`src/rtl/mcr_pkg.sv`:
```
// Purpose: constants for the modulation configuration register block
// Assumes: AXI4-Lite with 32-bit data, one register per aligned word
// Notes:   byte address is four times the register index
package mcr_pkg;
    // ==========================================================
    // register map
    localparam logic [7:0] AUX_IDX      = 8'h28;
    localparam logic [7:0] PTM_IDX      = 8'h29;
    localparam logic [7:0] AUX_ADDR     = 8'(AUX_IDX * 4);
    localparam logic [7:0] PTM_ADDR     = 8'(PTM_IDX * 4);
    localparam int         AXI_AW       = 8;
    localparam int         AXI_DW       = 32;
    localparam int         REG_W        = 8;
    // ==========================================================
    // reset values and writable masks
    localparam logic [7:0] AUX_RST      = 8'h10;
    localparam logic [7:0] PTM_RST      = 8'h70;
    localparam logic [7:0] AUX_WMASK    = 8'hFC;
    // ==========================================================
    // auxiliary modulation fields
    localparam int         REG_AM_OFF_BIT   = 7;
    localparam int         EXT_POL_BIT      = 6;
    localparam int         EXT_EN_BIT       = 5;
    localparam int         DRV_LM_EN_BIT    = 4;
    localparam int         RESISTIVE_AM_ENABLE_EN_BIT    = 3;
    localparam int         SHAPED_AM_OFF_BIT = 2;
    // ==========================================================
    // passive target fields and resistance code
    localparam int         PTM_MOD_LSB  = 4;
    localparam int         PTM_UNMOD_LSB = 0;
    localparam int         RES_CODE_W   = 4;
    localparam logic [3:0] CODE_HIGH_Z  = 4'hF;
    localparam logic [3:0] CODE_LOWEST  = 4'h0;
    localparam int         MOD_IDX_W    = 4;
    localparam int         RAM_RES_W    = 7;
    // ==========================================================
    // bus responses
    localparam logic [1:0] RESP_OKAY    = 2'h0;
    localparam logic [1:0] RESP_SLVERR  = 2'h2;
    typedef enum logic [1:0] {
        MCR_W_IDLE = 2'b01,
        MCR_W_RESP = 2'b10
    } mcr_wstate_t;
    typedef enum logic [1:0] {
        MCR_R_IDLE = 2'b01,
        MCR_R_DATA = 2'b10
    } mcr_rstate_t;
endpackage

```
`src/rtl/mcr_reg_if.sv`:
```
// Purpose: carries register writes and register contents between modules
// Assumes: single clock
// Notes:   write strobe is one cycle wide
`timescale 1ns/10ps
`default_nettype none
interface mcr_reg_if;
    logic       wr_en;
    logic       wr_aux;
    logic [7:0] wr_data;
    logic [7:0] aux_q;
    logic [7:0] ptm_q;
    modport master (output wr_en, output wr_aux, output wr_data, input aux_q, input ptm_q);
    modport regs   (input wr_en, input wr_aux, input wr_data, output aux_q, output ptm_q);
    modport user   (input aux_q, input ptm_q);
endinterface
`default_nettype wire

```
`src/rtl/mcr_drive_mux.sv`:
```
// Purpose: turns the configuration into driver and pin controls
// Assumes: modulation state inputs are synchronous to clk
// Notes:   all outputs registered, one cycle behind their causes
`timescale 1ns/10ps
`default_nettype none
module mcr_drive_mux
    import mcr_pkg::*;
(
    input  wire logic                 clk,
    input  wire logic                 reset,
    mcr_reg_if.user                   rif,
    input  wire logic                 am_active,
    input  wire logic                 loadmod_active,
    input  wire logic                 passive_target_mode,
    input  wire logic [MOD_IDX_W-1:0] modulation_index_field,
    input  wire logic [RAM_RES_W-1:0] resistive_am_resistance_field,
    output logic      [MOD_IDX_W-1:0] regulator_am_depth_ff,
    output logic                      regulator_am_active_ff,
    output logic                      shaped_am_enable_ff,
    output logic                      resistive_am_active_ff,
    output logic      [RAM_RES_W-1:0] resistive_res_code_ff,
    output logic                      driver_loadmod_active_ff,
    output logic      [RES_CODE_W-1:0] driver_res_code_ff,
    output logic                      driver_high_z_ff,
    output logic                      ext_loadmod_pin_ff,
    output logic                      ext_loadmod_pin_oe_ff
);
    logic                  regulator_am_off;
    logic                  ext_loadmod_polarity;
    logic                  ext_loadmod_out_enable;
    logic                  driver_loadmod_enable;
    logic                  resistive_am_enable;
    logic                  shaped_am_off;
    logic [RES_CODE_W-1:0] nxt_code;

    assign regulator_am_off       = rif.aux_q[REG_AM_OFF_BIT];
    assign ext_loadmod_polarity   = rif.aux_q[EXT_POL_BIT];
    assign ext_loadmod_out_enable = rif.aux_q[EXT_EN_BIT];
    assign driver_loadmod_enable  = rif.aux_q[DRV_LM_EN_BIT];
    assign resistive_am_enable    = rif.aux_q[RESISTIVE_AM_ENABLE_EN_BIT];
    assign shaped_am_off          = rif.aux_q[SHAPED_AM_OFF_BIT];

    // ==========================================================
    // passive load modulation resistance select
    always_comb begin
        nxt_code = CODE_LOWEST;
        if (passive_target_mode && driver_loadmod_enable) begin
            if (loadmod_active) begin
                nxt_code = rif.ptm_q[PTM_MOD_LSB +: RES_CODE_W];
            end else begin
                nxt_code = rif.ptm_q[PTM_UNMOD_LSB +: RES_CODE_W];
            end
        end
    end

    // ==========================================================
    // registered outputs
    always_ff @(posedge clk or posedge reset) begin
        if (reset) begin
            regulator_am_depth_ff  <= '0;
            regulator_am_active_ff <= 1'b0;
            shaped_am_enable_ff    <= 1'b0;
        end else begin
            regulator_am_depth_ff  <= regulator_am_off ? '0 : modulation_index_field;
            regulator_am_active_ff <= !regulator_am_off && am_active;
            shaped_am_enable_ff    <= !shaped_am_off;
        end
    end

    always_ff @(posedge clk or posedge reset) begin
        if (reset) begin
            resistive_am_active_ff <= 1'b0;
            resistive_res_code_ff  <= '0;
        end else begin
            resistive_am_active_ff <= resistive_am_enable && am_active;
            resistive_res_code_ff  <= resistive_am_enable ? resistive_am_resistance_field : '0;
        end
    end

    always_ff @(posedge clk or posedge reset) begin
        if (reset) begin
            driver_loadmod_active_ff <= 1'b0;
            driver_res_code_ff       <= CODE_LOWEST;
            driver_high_z_ff         <= 1'b0;
        end else begin
            driver_loadmod_active_ff <= passive_target_mode && driver_loadmod_enable;
            driver_res_code_ff       <= nxt_code;
            driver_high_z_ff         <= (nxt_code == CODE_HIGH_Z);
        end
    end

    // disabled pin rests at its inactive level
    always_ff @(posedge clk or posedge reset) begin
        if (reset) begin
            ext_loadmod_pin_ff    <= 1'b0;
            ext_loadmod_pin_oe_ff <= 1'b0;
        end else begin
            ext_loadmod_pin_oe_ff <= ext_loadmod_out_enable;
            ext_loadmod_pin_ff    <= (ext_loadmod_out_enable && loadmod_active)
                                     ^ ext_loadmod_polarity;
        end
    end
endmodule // mcr_drive_mux
`default_nettype wire

```
`src/rtl/mcr_mod_regs.sv`:
```
// Purpose: holds the two modulation configuration registers
// Assumes: writes arrive as one-cycle strobes
// Notes:   reserved bits are held at zero
`timescale 1ns/10ps
`default_nettype none
module mcr_mod_regs
    import mcr_pkg::*;
(
    input  wire logic clk,
    input  wire logic reset,
    mcr_reg_if.regs   rif
);
    logic [7:0] aux_ff;
    logic [7:0] ptm_ff;

    // ==========================================================
    // storage
    always_ff @(posedge clk or posedge reset) begin
        if (reset) begin
            aux_ff <= AUX_RST;
        end else if (rif.wr_en && rif.wr_aux) begin
            aux_ff <= rif.wr_data & AUX_WMASK;
        end
    end

    always_ff @(posedge clk or posedge reset) begin
        if (reset) begin
            ptm_ff <= PTM_RST;
        end else if (rif.wr_en && !rif.wr_aux) begin
            ptm_ff <= rif.wr_data;
        end
    end

    assign rif.aux_q = aux_ff;
    assign rif.ptm_q = ptm_ff;
endmodule // mcr_mod_regs
`default_nettype wire

```
`src/rtl/mcr_top.sv`:
```
// Purpose: modulation configuration registers behind an AXI4-Lite slave
// Assumes: one write and one read outstanding at most
// Notes:   registers sit at four times their index; upper data bits read zero
//
// Functional notes
// - aux bit 7 low enables regulator AM using modulation index; resets 0.
// - aux bit 6 chooses pin polarity: 0 active high, 1 active low.
// - aux bit 5 drives load modulation onto external pin; resets 0.
// - aux bit 4 enables driver load modulation from passive register; resets 1.
// - aux bit 3 enables resistive AM using separate 7-bit resistance field.
// - passive bits 7..4 modulated resistance, bits 3..0 unmodulated resistance.
// - codes 0..14 rise in resistance, 15 high impedance; resets 0111/0000.
`timescale 1ns/10ps
`default_nettype none
module mcr_top
    import mcr_pkg::*;
(
    input  wire logic                  clk,
    input  wire logic                  reset,
    input  wire logic [AXI_AW-1:0]     s_axi_awaddr,
    input  wire logic [2:0]            s_axi_awprot,
    input  wire logic                  s_axi_awvalid,
    output logic                       s_axi_awready,
    input  wire logic [AXI_DW-1:0]     s_axi_wdata,
    input  wire logic [AXI_DW/8-1:0]   s_axi_wstrb,
    input  wire logic                  s_axi_wvalid,
    output logic                       s_axi_wready,
    output logic [1:0]                 s_axi_bresp,
    output logic                       s_axi_bvalid,
    input  wire logic                  s_axi_bready,
    input  wire logic [AXI_AW-1:0]     s_axi_araddr,
    input  wire logic [2:0]            s_axi_arprot,
    input  wire logic                  s_axi_arvalid,
    output logic                       s_axi_arready,
    output logic [AXI_DW-1:0]          s_axi_rdata,
    output logic [1:0]                 s_axi_rresp,
    output logic                       s_axi_rvalid,
    input  wire logic                  s_axi_rready,
    input  wire logic                  am_active,
    input  wire logic                  loadmod_active,
    input  wire logic                  passive_target_mode,
    input  wire logic [MOD_IDX_W-1:0]  modulation_index_field,
    input  wire logic [RAM_RES_W-1:0]  resistive_am_resistance_field,
    output logic [MOD_IDX_W-1:0]       regulator_am_depth,
    output logic                       regulator_am_active,
    output logic                       shaped_am_enable,
    output logic                       resistive_am_active,
    output logic [RAM_RES_W-1:0]       resistive_res_code,
    output logic                       driver_loadmod_active,
    output logic [RES_CODE_W-1:0]      driver_res_code,
    output logic                       driver_high_z,
    output logic                       external_loadmod_pin_o,
    output logic                       external_loadmod_pin_oe
);
    mcr_reg_if rif ();

    mcr_wstate_t        wstate_ff;
    mcr_rstate_t        rstate_ff;
    logic               awready_ff;
    logic               wready_ff;
    logic               bvalid_ff;
    logic [1:0]         bresp_ff;
    logic               arready_ff;
    logic               rvalid_ff;
    logic [1:0]         rresp_ff;
    logic [AXI_DW-1:0]  rdata_ff;
    logic               have_aw_ff;
    logic               have_w_ff;
    logic [AXI_AW-1:0]  awaddr_ff;
    logic [7:0]         wdata_ff;
    logic               wlane_ff;
    logic               write_go;
    logic               w_hit_aux;
    logic               w_hit_ptm;
    logic [7:0]         rd_byte;
    logic               r_hit;

    // ==========================================================
    // write channel capture
    assign write_go  = (wstate_ff == MCR_W_IDLE) && have_aw_ff && have_w_ff;
    assign w_hit_aux = (awaddr_ff == AUX_ADDR);
    assign w_hit_ptm = (awaddr_ff == PTM_ADDR);

    always_ff @(posedge clk or posedge reset) begin
        if (reset) begin
            have_aw_ff <= 1'b0;
            awaddr_ff  <= '0;
            awready_ff <= 1'b1;
        end else if (s_axi_awvalid && awready_ff) begin
            have_aw_ff <= 1'b1;
            awaddr_ff  <= {s_axi_awaddr[AXI_AW-1:2], 2'b00};
            awready_ff <= 1'b0;
        end else if (s_axi_bvalid && s_axi_bready) begin
            have_aw_ff <= 1'b0;
            awready_ff <= 1'b1;
        end
    end

    always_ff @(posedge clk or posedge reset) begin
        if (reset) begin
            have_w_ff <= 1'b0;
            wdata_ff  <= '0;
            wlane_ff  <= 1'b0;
            wready_ff <= 1'b1;
        end else if (s_axi_wvalid && wready_ff) begin
            have_w_ff <= 1'b1;
            wdata_ff  <= s_axi_wdata[7:0];
            wlane_ff  <= s_axi_wstrb[0];
            wready_ff <= 1'b0;
        end else if (s_axi_bvalid && s_axi_bready) begin
            have_w_ff <= 1'b0;
            wready_ff <= 1'b1;
        end
    end

    // ==========================================================
    // write response
    always_ff @(posedge clk or posedge reset) begin
        if (reset) begin
            wstate_ff <= MCR_W_IDLE;
            bvalid_ff <= 1'b0;
            bresp_ff  <= RESP_OKAY;
        end else begin
            case (wstate_ff)
                MCR_W_IDLE: begin
                    if (write_go) begin
                        bvalid_ff <= 1'b1;
                        bresp_ff  <= (w_hit_aux || w_hit_ptm) ? RESP_OKAY : RESP_SLVERR;
                        wstate_ff <= MCR_W_RESP;
                    end
                end
                MCR_W_RESP: begin
                    if (s_axi_bready) begin
                        bvalid_ff <= 1'b0;
                        wstate_ff <= MCR_W_IDLE;
                    end
                end
                default: begin
                    bvalid_ff <= 1'b0;
                    wstate_ff <= MCR_W_IDLE;
                end
            endcase
        end
    end

    assign rif.wr_en   = write_go && wlane_ff && (w_hit_aux || w_hit_ptm);
    assign rif.wr_aux  = w_hit_aux;
    assign rif.wr_data = wdata_ff;

    // ==========================================================
    // read channel
    always_comb begin
        r_hit   = 1'b1;
        rd_byte = '0;
        if ({s_axi_araddr[AXI_AW-1:2], 2'b00} == AUX_ADDR) begin
            rd_byte = rif.aux_q & AUX_WMASK;
        end else if ({s_axi_araddr[AXI_AW-1:2], 2'b00} == PTM_ADDR) begin
            rd_byte = rif.ptm_q;
        end else begin
            r_hit = 1'b0;
        end
    end

    always_ff @(posedge clk or posedge reset) begin
        if (reset) begin
            rstate_ff  <= MCR_R_IDLE;
            arready_ff <= 1'b1;
            rvalid_ff  <= 1'b0;
            rresp_ff   <= RESP_OKAY;
            rdata_ff   <= '0;
        end else begin
            case (rstate_ff)
                MCR_R_IDLE: begin
                    if (s_axi_arvalid) begin
                        arready_ff <= 1'b0;
                        rvalid_ff  <= 1'b1;
                        rresp_ff   <= r_hit ? RESP_OKAY : RESP_SLVERR;
                        rdata_ff   <= {{(AXI_DW-REG_W){1'b0}}, rd_byte};
                        rstate_ff  <= MCR_R_DATA;
                    end
                end
                MCR_R_DATA: begin
                    if (s_axi_rready) begin
                        rvalid_ff  <= 1'b0;
                        arready_ff <= 1'b1;
                        rstate_ff  <= MCR_R_IDLE;
                    end
                end
                default: begin
                    rvalid_ff  <= 1'b0;
                    arready_ff <= 1'b1;
                    rstate_ff  <= MCR_R_IDLE;
                end
            endcase
        end
    end

    assign s_axi_awready = awready_ff;
    assign s_axi_wready  = wready_ff;
    assign s_axi_bvalid  = bvalid_ff;
    assign s_axi_bresp   = bresp_ff;
    assign s_axi_arready = arready_ff;
    assign s_axi_rvalid  = rvalid_ff;
    assign s_axi_rresp   = rresp_ff;
    assign s_axi_rdata   = rdata_ff;

    // ==========================================================
    // storage and driver control
    mcr_mod_regs u_regs (
        .clk   (clk),
        .reset (reset),
        .rif   (rif)
    );

    mcr_drive_mux u_mux (
        .clk                           (clk),
        .reset                         (reset),
        .rif                           (rif),
        .am_active                     (am_active),
        .loadmod_active                (loadmod_active),
        .passive_target_mode           (passive_target_mode),
        .modulation_index_field        (modulation_index_field),
        .resistive_am_resistance_field (resistive_am_resistance_field),
        .regulator_am_depth_ff         (regulator_am_depth),
        .regulator_am_active_ff        (regulator_am_active),
        .shaped_am_enable_ff           (shaped_am_enable),
        .resistive_am_active_ff        (resistive_am_active),
        .resistive_res_code_ff         (resistive_res_code),
        .driver_loadmod_active_ff      (driver_loadmod_active),
        .driver_res_code_ff            (driver_res_code),
        .driver_high_z_ff              (driver_high_z),
        .ext_loadmod_pin_ff            (external_loadmod_pin_o),
        .ext_loadmod_pin_oe_ff         (external_loadmod_pin_oe)
    );
endmodule // mcr_top
`default_nettype wire

```
`config.mk`:
```
export PLATFORM = sky130hd
export DESIGN_NAME = mcr_top
export DESIGN_NICKNAME = d
export VERILOG_FILES = /design/src/rtl/mcr_pkg.sv /design/src/rtl/mcr_reg_if.sv /design/src/rtl/mcr_drive_mux.sv /design/src/rtl/mcr_mod_regs.sv /design/src/rtl/mcr_top.sv
export SDC_FILE = /design/constraint.sdc
export NUM_CORES = 1
export LEC_CHECK = 0
export BUFFER_PORTS_ARGS = -buffer_cell sky130_fd_sc_hd__buf_4
export CAP_MARGIN = 20
export CORE_ASPECT_RATIO = 1.25
export CORE_MARGIN = 1
export CORE_UTILIZATION = 35
export DETAILED_ROUTE_END_ITERATION = 6
export PLACE_DENSITY = 0.71
export RECOVER_POWER = 100
export SETUP_SLACK_MARGIN = 0.02
export SYNTH_ARGS = -nofsm -noshare
export SYNTH_HDL_FRONTEND = slang
export SYNTH_HIERARCHICAL = 1
export SYNTH_SLANG_ARGS = --single-unit
```
`constraint.sdc`:
```
create_clock -name clk -period 3.2 [get_ports clk]
set_input_delay 0.64 -clock clk [delete_from_list [all_inputs] [get_ports clk]]
set_output_delay 0.64 -clock clk [all_outputs]
set_load 0.02 [all_outputs]
```
==> impl_metrics.py, run 1 <==
metrics = {
    "die": {
        "die_area_um2": 8550,
        "start_util_pct": 36.3,
        "core_um2": 7880,
        "dieWidth_um": 82.9,
        "io_pins": 142,
        "die_h_um": 103,
        "rows": 36,
    },
    "sta": {
        "setup-violations-final": 0,
        "setup_ws_ns": 1.24,
        "fin_crit_ns": 1.96,
        "slew_headroom_pct": -17.7,
        "period_share_pct": 61.2,
        "rsz0062_at_grt": "no",
        "whs_ns": 0.325,
        "finalSetupTns_ns": 0,
        "hold_violations": 0,
        "slew_violations": 34,
        "max_freq_mhz": 511,
        "tightest_slew_ns": 1.77,
        "final.setup_skew_ns": 0.0111,
    },
    "layout": {
        "synthToLayoutAreaGrowth_pct": 20.8,
        "nFillCells": 779,
        "drive_gt1_share_pct": 27.3,
        "multi_input_area_um2": 932,
        "num-nets-final": 378,
        "antenna_cells": 0,
        "seqCellArea_um2": 1740,
    },
    "pwr": {
        "ir_drop_uv": 335,
        "power_leakage_uw": 0.00167,
        "powerDensity_nw_per_um2": 659,
        "total_power_uw": 2280,
    },
    "critical_path": {
        "critical_path_required_ns": 3.30,
        "critPathKind": "in2async",
        "endpoint_kind": "async pin",
        "crit_fanout": 33,
        "arrival_ns": 2.06,
        "critPathLaunchType": "input port",
        "r2r_cells": 5,
        "reg2reg_to": "u_regs/rif.ptm_q[0]",
        "r2r-start": "awaddr_ff[3]",
        "r2r_slack_ns": 1.42,
    },
    "flow_run": {
        "cap_violations": 1,
    },
    "global_routing": {
        "grt_max_degree": 34,
        "grt_pass1_vias": 1775,
        "grt_first_pass_wirelength_mm": 8.23,
        "overflow": 0,
        "grt_use_total_pct": 12.5,
        "antenna_found_initial": 0,
    },
    "cts": {
        "clkTransAtPathRegs_ns": 0.08,
        "postCtsSetupRepairBufs": 0,
        "h-tree-depth": 3,
        "cts_inserted_buffers": 9,
        "ctsResizeCount": 0,
        "clock_latency_ns": 0.33,
        "clock-root-buffer": "clkbuf_8",
        "hold_buffers": 0,
        "clockBufferDepth": 2,
        "cts_tree": "yes",
        "cts_sinks": 69,
    },
    "place": {
        "place_ws_ns": 1.47,
        "post-dp-hpwl_mm": 3.90,
        "globalplace.congestion": 0.767,
        "io_buffer_count": 78,
    },
    "route": {
        "via_count": 1735,
        "drt_iter0_drc": 59,
        "wl_per_cell_um": 12.7,
        "drc_errors": 0,
        "drtPass1Iterations": 4,
        "ant_nets": 0,
        "routed_wl_mm": 5.06,
        "via_per_inst": 4.35,
    },
    "synth": {
        "syn_inst": 214,
        "yosys_warnings": 6,
        "syn_area_um2": 2860,
        "syn_area_per_cell_um2": 13.4,
    },
    "status": {
        "status": "complete, but fails checks",
        "failed_checks": "max-capacitance violations, max-slew violations",
    },
    "min_path": {
        "hp-class": "in2async",
    },
}
[layout by cell type, fill, tap and decap left out]
cell        count
mux2_4          1
clkinv_2        1
nand4_1         2
xnor2_1         1
nand4b_1        1
conb_1         26
mux2_2         22
and2_1          4
buf_4          40
o21ai_0         4
mux2i_1        12
nand2b_1        2
dfstp_2         3
o31ai_1         6
nor4b_4         1
dfrtp_1        61
and4b_1         1
clkbuf_1       40
nor2b_1         6
dfstp_1         5
and2_0          4
clkinvlp_4      1
nand3b_1        1
nand3_1         1
nand2_2         1
nand2_1        21
clkbuf_8       10
a21oi_1         1
inv_1           6
and4_1          1
bufinv_16       1
mux2_1          7
and3_1          1
clkinv_4        2
nor2_1          7
[worst max path at each step]
stage,from,depth (start not counted),end,slack [ns]
2_1_floorplan,wstate_ff[0],6,u_regs/rif.ptm_q[0],1.68
3_3_place_gp,s_axi_arvalid,3,s_axi_rresp[1],1.48
3_5_place_dp,s_axi_arvalid,3,s_axi_rresp[1],1.47
4_1_cts,s_axi_wready,1,s_axi_wready,1.52
5_1_grt,reset,3,have_aw_ff,0.81
6_report,reset,3,have_aw_ff,1.24
[power by group]
group / internal [µW] / total, µW / switching (µW)
logic: 200 / 408 / 209
clock network: 383 / 697 / 314
registers: 1060 / 1170 / 109
[through the flow]
step                area (µm²)  instances  util (%)
floorplan                 2960        239         -
global placement          3440        383      43.7
detailed placement        3440        383      43.7
CTS                       3640        399      46.2
global route              3460        399      43.9
finish                    3460        399      43.9
[cell type report]
class | instances | share of cell area (%)
Tap cell | 95 | 3.44
Multi-Input combinational cell | 134 | 27.0
Inverter | 6 | 0.651
Sequential cell | 69 | 50.2
Timing Repair Buffer | 79 | 12.9
Clock buffer | 11 | 4.09
Clock inverter | 5 | 1.74
[worst max-delay path: stages]
cell and delay, ns:
clkbuf_1 0.09, inv_1 0.05, clkbuf_1 1.27
[sequential cells by signal, summed over array words and instances, names as in the netlist, 2 cells and up]
name	count
awaddr_ff	6
rif.wr_data	8
rstate_ff	2
s_axi_rdata	8
u_mux/driver_res_code_ff	4
u_mux/regulator_am_depth_ff	4
u_mux/resistive_res_code_ff	7
u_regs/rif.aux_q	6
u_regs/rif.ptm_q	8
wstate_ff	2
[routing by layer]
| layer | up-vias | GRT usage (%) | share of wire (%) |
|---|---|---|---|
| met4 | 0 | 5.31 | 1.4 |
| li1 | 835 | - | - |
| met2 | 54 | 22.8 | 55 |
| met1 | 839 | 12.9 | 38 |
| met5 | - | 0 | 0 |
| met3 | 7 | 5.12 | 6.4 |
(Power assumes the default switching activity.)
==> run 2, diff against run 1 <==
--- a/config.mk
+++ b/config.mk
@@ -11,7 +11,7 @@
 export CORE_MARGIN = 1
 export CORE_UTILIZATION = 35
 export DETAILED_ROUTE_END_ITERATION = 6
-export PLACE_DENSITY = 0.71
+export PLACE_DENSITY = 0.73
 export RECOVER_POWER = 100
 export SETUP_SLACK_MARGIN = 0.02
 export SYNTH_ARGS = -nofsm -noshare
==> constraint.sdc (replaced) <==
create_clock -name clk -period 1.8 [get_ports clk]
set_input_delay 0.36 -clock clk [delete_from_list [all_inputs] [get_ports clk]]
set_output_delay 0.36 -clock clk [all_outputs]
set_load 0.02 [all_outputs]
==> run 2 against run 1 <==
  * The flow now finishes without violations
  * Register-to-register slack worse by 1.3 ns
  * Count of clock-buffer cells in the layout is 1 higher
  * Combinational power grew 79%
  * Total power increased by 77%
  * Flip-flop and latch count is the same
  * Die area did not move
  * Core utilization increased by 0.095 points
  * Worst hold slack worse by 0.30 ns
  * First-iteration DRC count down 22%
  * Critical path depth up 2
  * Critical path type is now reg2reg
  * Highest routed layer unchanged
==> impl_metrics.py, run 2 (synthesis gave the netlist of run 1 again) <==
metrics = {
    "status": {
        "status": "finished clean",
    },
    "route": {
        "drt_iter0_drc": 46,
        "drtPass1Iterations": 4,
        "wl_per_cell_um": 12.9,
        "met1_length_mm": 2.02,
        "dr.max_layer_used": "met4",
        "drc_errors": 0,
        "routed_wl_mm": 5.17,
        "ant_nets": 0,
        "wl_met2_mm": 2.74,
        "via_count": 1760,
        "via_per_inst": 4.39,
        "wl_met3_um": 319,
    },
    "die": {
        "core_um2": 7880,
        "rows": 36,
        "io_pins": 142,
        "die_area_um2": 8550,
        "start_util_pct": 36.3,
        "dieWidth_um": 82.9,
        "die_h_um": 103,
    },
    "pwr": {
        "powerDensity_nw_per_um2": 1160,
        "ir_drop_uv": 697,
        "total_power_uw": 4030,
        "power_leakage_uw": 0.00167,
    },
    "cts": {
        "clockBufferDepth": 2,
        "cts_inserted_buffers": 9,
        "clock-root-buffer": "clkbuf_8",
        "clock_latency_ns": 0.33,
        "cts_tree": "yes",
        "h-tree-depth": 3,
        "postCtsSetupRepairBufs": 0,
        "ctsResizeCount": 0,
        "clkTransAtPathRegs_ns": 0.07,
        "hold_buffers": 0,
        "cts_sinks": 69,
    },
    "global_routing": {
        "overflow": 0,
        "grt_first_pass_wirelength_mm": 8.28,
        "antenna_found_initial": 0,
        "grt_max_degree": 34,
        "grt_use_total_pct": 12.8,
        "grt_pass1_vias": 1757,
    },
    "critical_path": {
        "reg2reg_to": "u_regs/rif.aux_q[3]",
        "cp_slowest_cell": "dfstp_1",
        "arrival_ns": 1.91,
        "cpPeakStageDelay_ns": 0.55,
        "critPathKind": "reg2reg",
        "r2r-start": "wstate_ff[0]",
        "r2r_slack_ns": 0.11,
        "endpoint_kind": "flip-flop",
        "r2r_cells": 5,
        "critPathLaunchType": "flip-flop",
        "critical_path_required_ns": 2.01,
        "crit_fanout": 6,
        "crit_path_cell_trace": "nand3_1 -> nor2_1 -> and3_1 -> nand2_1 -> mux2_2",
    },
    "sta": {
        "fin_crit_ns": 1.69,
        "hold_violations": 0,
        "slew_violations": 0,
        "period_share_pct": 94.1,
        "rsz0062_at_grt": "no",
        "max_freq_mhz": 590,
        "setup-violations-final": 0,
        "finalSetupTns_ns": 0,
        "final.setup_skew_ns": 0.00786,
        "slew_headroom_pct": 44.1,
        "tightest_slew_ns": 0.838,
    },
    "layout": {
        "mostFrequentLayoutCell": "dfrtp_1",
        "synthToLayoutAreaGrowth_pct": 21.0,
        "drive_gt1_share_pct": 27.5,
        "num-nets-final": 380,
        "most-common-layout-cells": "dfrtp_1 (61), clkbuf_1 (42), buf_4 (40)",
        "final_area_um2": 3470,
        "antenna_cells": 0,
    },
    "place": {
        "dpl_cell_area_um2": 3460,
        "post-dp-hpwl_mm": 4.00,
        "globalplace.congestion": 0.751,
        "io_buffer_count": 78,
    },
    "min_path": {
        "hp-class": "in2async",
    },
    "flow_run": {
        "cap_violations": 0,
    },
}
-- run 2: changes by cell type in the layout (fill, tap and decap cells not counted), sizes merged --
cell,previous run,this run
clkinv,3,2
clkbuf,50,53
-- run 2: critical path, delay by kind of cell, from the launching register on --
| family | cells | cell delay (ns) |
|---|---|---|
| mux | 1 | 0.32 |
| flops | 1 | 0.55 |
| simple gates | 4 | 0.72 |
-- run 2: how the worst max path moves through the flow --
stage                       from  slack (ns)             endpoint
floorplan           wstate_ff[0]        0.28  u_regs/rif.ptm_q[0]
global placement    awaddr_ff[3]        0.17  u_regs/rif.ptm_q[7]
detailed placement  awaddr_ff[3]        0.16  u_regs/rif.ptm_q[0]
CTS                 awaddr_ff[3]        0.14  u_regs/rif.ptm_q[0]
global route        wstate_ff[0]        0.04  u_regs/rif.aux_q[2]
finish              wstate_ff[0]        0.11  u_regs/rif.aux_q[3]
-- run 2: per-layer routing --
metal / vias to the layer above / track usage [%]
met2: 60 / 22.3
met1: 852 / 13.4
li1: 839 / -
met4: 0 / 8.22
met5: - / 0
met3: 9 / 4.40
-- run 2: final cells by class --
class / instances / area [µm²]
inverter: 6 / 22.5
multi-input combinational: 134 / 940
sequential: 69 / 1740
tap: 95 / 119
clock inverter: 4 / 47.5
timing repair buffer: 81 / 455
fill: 759 / 4420
clock buffer: 12 / 145
-- run 2: power by group --
group | leakage, µW | switching (µW) | total [µW] | internal [µW]
clock | 0.0000964 | 537 | 1210 | 674
sequential | 0.000873 | 200 | 2090 | 1890
combinational | 0.000705 | 373 | 732 | 359
total | 0.00167 | 1110 | 4030 | 2920
-- run 2: stage by stage --
step | std cells | hold WS (ns) | util, % | setup WS, ns
2_1_floorplan | 239 | 0.246 | - | 0.281
5_1_grt | 401 | 0.0294 | 44.0 | 0.0391
4_1_cts | 401 | 0.0191 | 46.3 | 0.144
6_report | 401 | 0.0251 | 44.0 | 0.106
3_3_place_gp | 385 | 0.376 | 43.9 | 0.166
3_5_place_dp | 385 | 0.398 | 43.9 | 0.159
==> run 3, diff against run 2 <==
--- a/config.mk
+++ b/config.mk
@@ -7,11 +7,13 @@
 export LEC_CHECK = 0
 export BUFFER_PORTS_ARGS = -buffer_cell sky130_fd_sc_hd__buf_4
 export CAP_MARGIN = 20
+export CELL_PAD_IN_SITES_DETAIL_PLACEMENT = 0
+export CELL_PAD_IN_SITES_GLOBAL_PLACEMENT = 1
 export CORE_ASPECT_RATIO = 1.25
 export CORE_MARGIN = 1
-export CORE_UTILIZATION = 35
+export CORE_UTILIZATION = 31
 export DETAILED_ROUTE_END_ITERATION = 6
-export PLACE_DENSITY = 0.73
+export PLACE_DENSITY = 0.82
 export RECOVER_POWER = 100
 export SETUP_SLACK_MARGIN = 0.02
 export SYNTH_ARGS = -nofsm -noshare
==> run 3 against run 2 <==
  * Fmax up 2.4%
  * Non-clock buffer count unchanged
  * Sequential share of layout area down 0.57 points
  * Flip-flop and latch count unchanged
  * Count of clock-buffer cells in the layout unchanged
  * Largest cell class unchanged
  * Via count down 1.5%
  * Wire length up 0.50%
  * Combinational power up 0.5%
==> impl_metrics.py, run 3 (synthesis gave the netlist of run 1 again) <==
metrics = {
    "die": {
        "die_h_um": 109,
        "start_util_pct": 32.4,
        "core_um2": 8840,
        "rows": 38,
        "dieWidth_um": 88.0,
        "die_area_um2": 9630,
        "io_pins": 142,
    },
    "cts": {
        "clock_latency_ns": 0.33,
        "h-tree-depth": 3,
        "clock-root-buffer": "clkbuf_8",
        "cts_sinks": 69,
        "cts_inserted_buffers": 9,
        "clockBufferDepth": 2,
        "cts_tree": "yes",
        "clkTransAtPathRegs_ns": 0.07,
    },
    "route": {
        "wl_met3_um": 355,
        "via_per_inst": 4.07,
        "met1_length_mm": 2.02,
        "wl_per_cell_um": 12.2,
        "dr.max_layer_used": "met4",
        "via_count": 1734,
        "ant_nets": 0,
        "drc_errors": 0,
        "drt_iter0_drc": 51,
        "routed_wl_mm": 5.20,
        "wl_met2_mm": 2.75,
        "drtPass1Iterations": 4,
    },
    "sta": {
        "final.setup_skew_ns": 0.00923,
        "finalSetupTns_ns": 0,
        "slew_violations": 0,
        "tightest_slew_ns": 0.844,
        "period_share_pct": 91.9,
        "fin_crit_ns": 1.65,
        "slew_headroom_pct": 43.7,
        "max_freq_mhz": 605,
        "rsz0062_at_grt": "no",
        "setup-violations-final": 0,
        "hold_violations": 0,
    },
    "critical_path": {
        "critical_path_required_ns": 2.01,
        "crit_path_cell_trace": "nand3_1 -> nor2_1 -> and3_1 -> nand2b_4 -> mux2_1",
        "cp_slowest_cell": "dfstp_1",
        "critPathKind": "reg2reg",
        "arrival_ns": 1.86,
        "cpPeakStageDelay_ns": 0.55,
        "endpoint_kind": "flip-flop",
        "critPathLaunchType": "flip-flop",
        "path_delay_family": "simple AND/OR/NAND/NOR gates",
        "crit_fanout": 8,
        "r2r_slack_ns": 0.15,
        "crit_buf_inv": 0,
    },
    "layout": {
        "most-common-layout-cells": "dfrtp_1 (61), clkbuf_1 (42), buf_4 (40)",
        "num-nets-final": 380,
        "mostFrequentLayoutCell": "dfrtp_1",
        "antenna_cells": 0,
        "nFillCells": 924,
        "drive_gt1_share_pct": 28.4,
        "post-route-util_pct": 39.6,
        "synthToLayoutAreaGrowth_pct": 22.4,
    },
    "place": {
        "globalplace.congestion": 0.737,
        "post-dp-hpwl_mm": 4.03,
        "io_buffer_count": 78,
    },
    "global_routing": {
        "grt_first_pass_wirelength_mm": 8.19,
        "grt_use_total_pct": 11.4,
        "antenna_found_initial": 0,
        "grt_max_degree": 34,
        "grt_pass1_vias": 1748,
        "overflow": 0,
    },
    "min_path": {
        "hp-class": "in2async",
    },
    "pwr": {
        "powerDensity_nw_per_um2": 1150,
        "ir_drop_uv": 578,
        "power_leakage_uw": 0.00168,
    },
    "status": {
        "status": "finished clean",
    },
    "flow_run": {
        "cap_violations": 0,
    },
}
-- run 3: changes by cell type in the layout (fill, tap and decap cells not counted) --
| cell | change |
|---|---|
| and2_0 | -4 |
| and2_1 | +4 |
| nor2b_2 | +1 |
| mux2_1 | -1 |
| nand2_1 | -1 |
| nand2_2 | +1 |
| mux2_4 | +1 |
| nor2b_1 | -1 |
-- run 3: power by group --
part           total, µW  internal (µW)  switching (µW)
Sequential          2100           1890             207
Combinational        736            365             371
Clock               1210            674             536
-- run 3: final cells by class --
type,count,area [µm²],area share [%]
clock buffers,12,145,4.14
well taps,120,150,4.28
flip-flops and latches,69,1740,49.5
clock inverters,4,47.5,1.36
inverters,6,22.5,0.642
multi-input cells,134,948,27.1
repair buffers,81,455,13.0
-- run 3: worst reg2reg max path, stage by stage, from the launching register on --
cell	delay, ns
dfstp_1	0.55
nand3_1	0.09
nor2_1	0.13
and3_1	0.29
nand2b_4	0.14
mux2_1	0.34
-- run 3: final timing paths --
| path | from | to | cells past startpoint |
|---|---|---|---|
| setup / recovery | wstate_ff[0] | u_regs/rif.ptm_q[7] | 5 |
| hold / removal | reset | u_mux/regulator_am_active_ff | 2 |
| setup reg to reg | wstate_ff[0] | u_regs/rif.ptm_q[7] | 5 |
| hold reg to reg | u_regs/rif.aux_q[5] | u_mux/ext_loadmod_pin_oe_ff | 0 |
| max in group asynchronous | reset | u_mux/driver_res_code_ff[2] | 3 |
| min in group clk | s_axi_awvalid | s_axi_awready | 2 |
-- run 3: repair_timing --
action | CTS | global route
buffers inserted | 0 | 0
hold buffers | 0 | 0
gates resized for setup | 0 | 1
setup endpoints to repair | 0 | 5
-- run 3: per-layer routing --
metal	track usage [%]	vias to the layer above
met3	3.75	10
met5	0	-
met4	5.27	0
met2	19.7	59
met1	12.4	825
li1	-	840
-- run 3: per-stage QoR --
stage	setup slack (ns)	power [µW]	hold slack (ns)	cells	cell area [µm²]
finish	0.146	4040	0.0167	426	3510
global route	0.0433	4280	0.0357	426	3510
CTS	0.0926	4210	0.0199	426	3680
detailed placement	0.105	2980	0.387	410	3490
global placement	0.149	2930	0.381	410	3490
floorplan	0.281	2720	0.246	239	2960
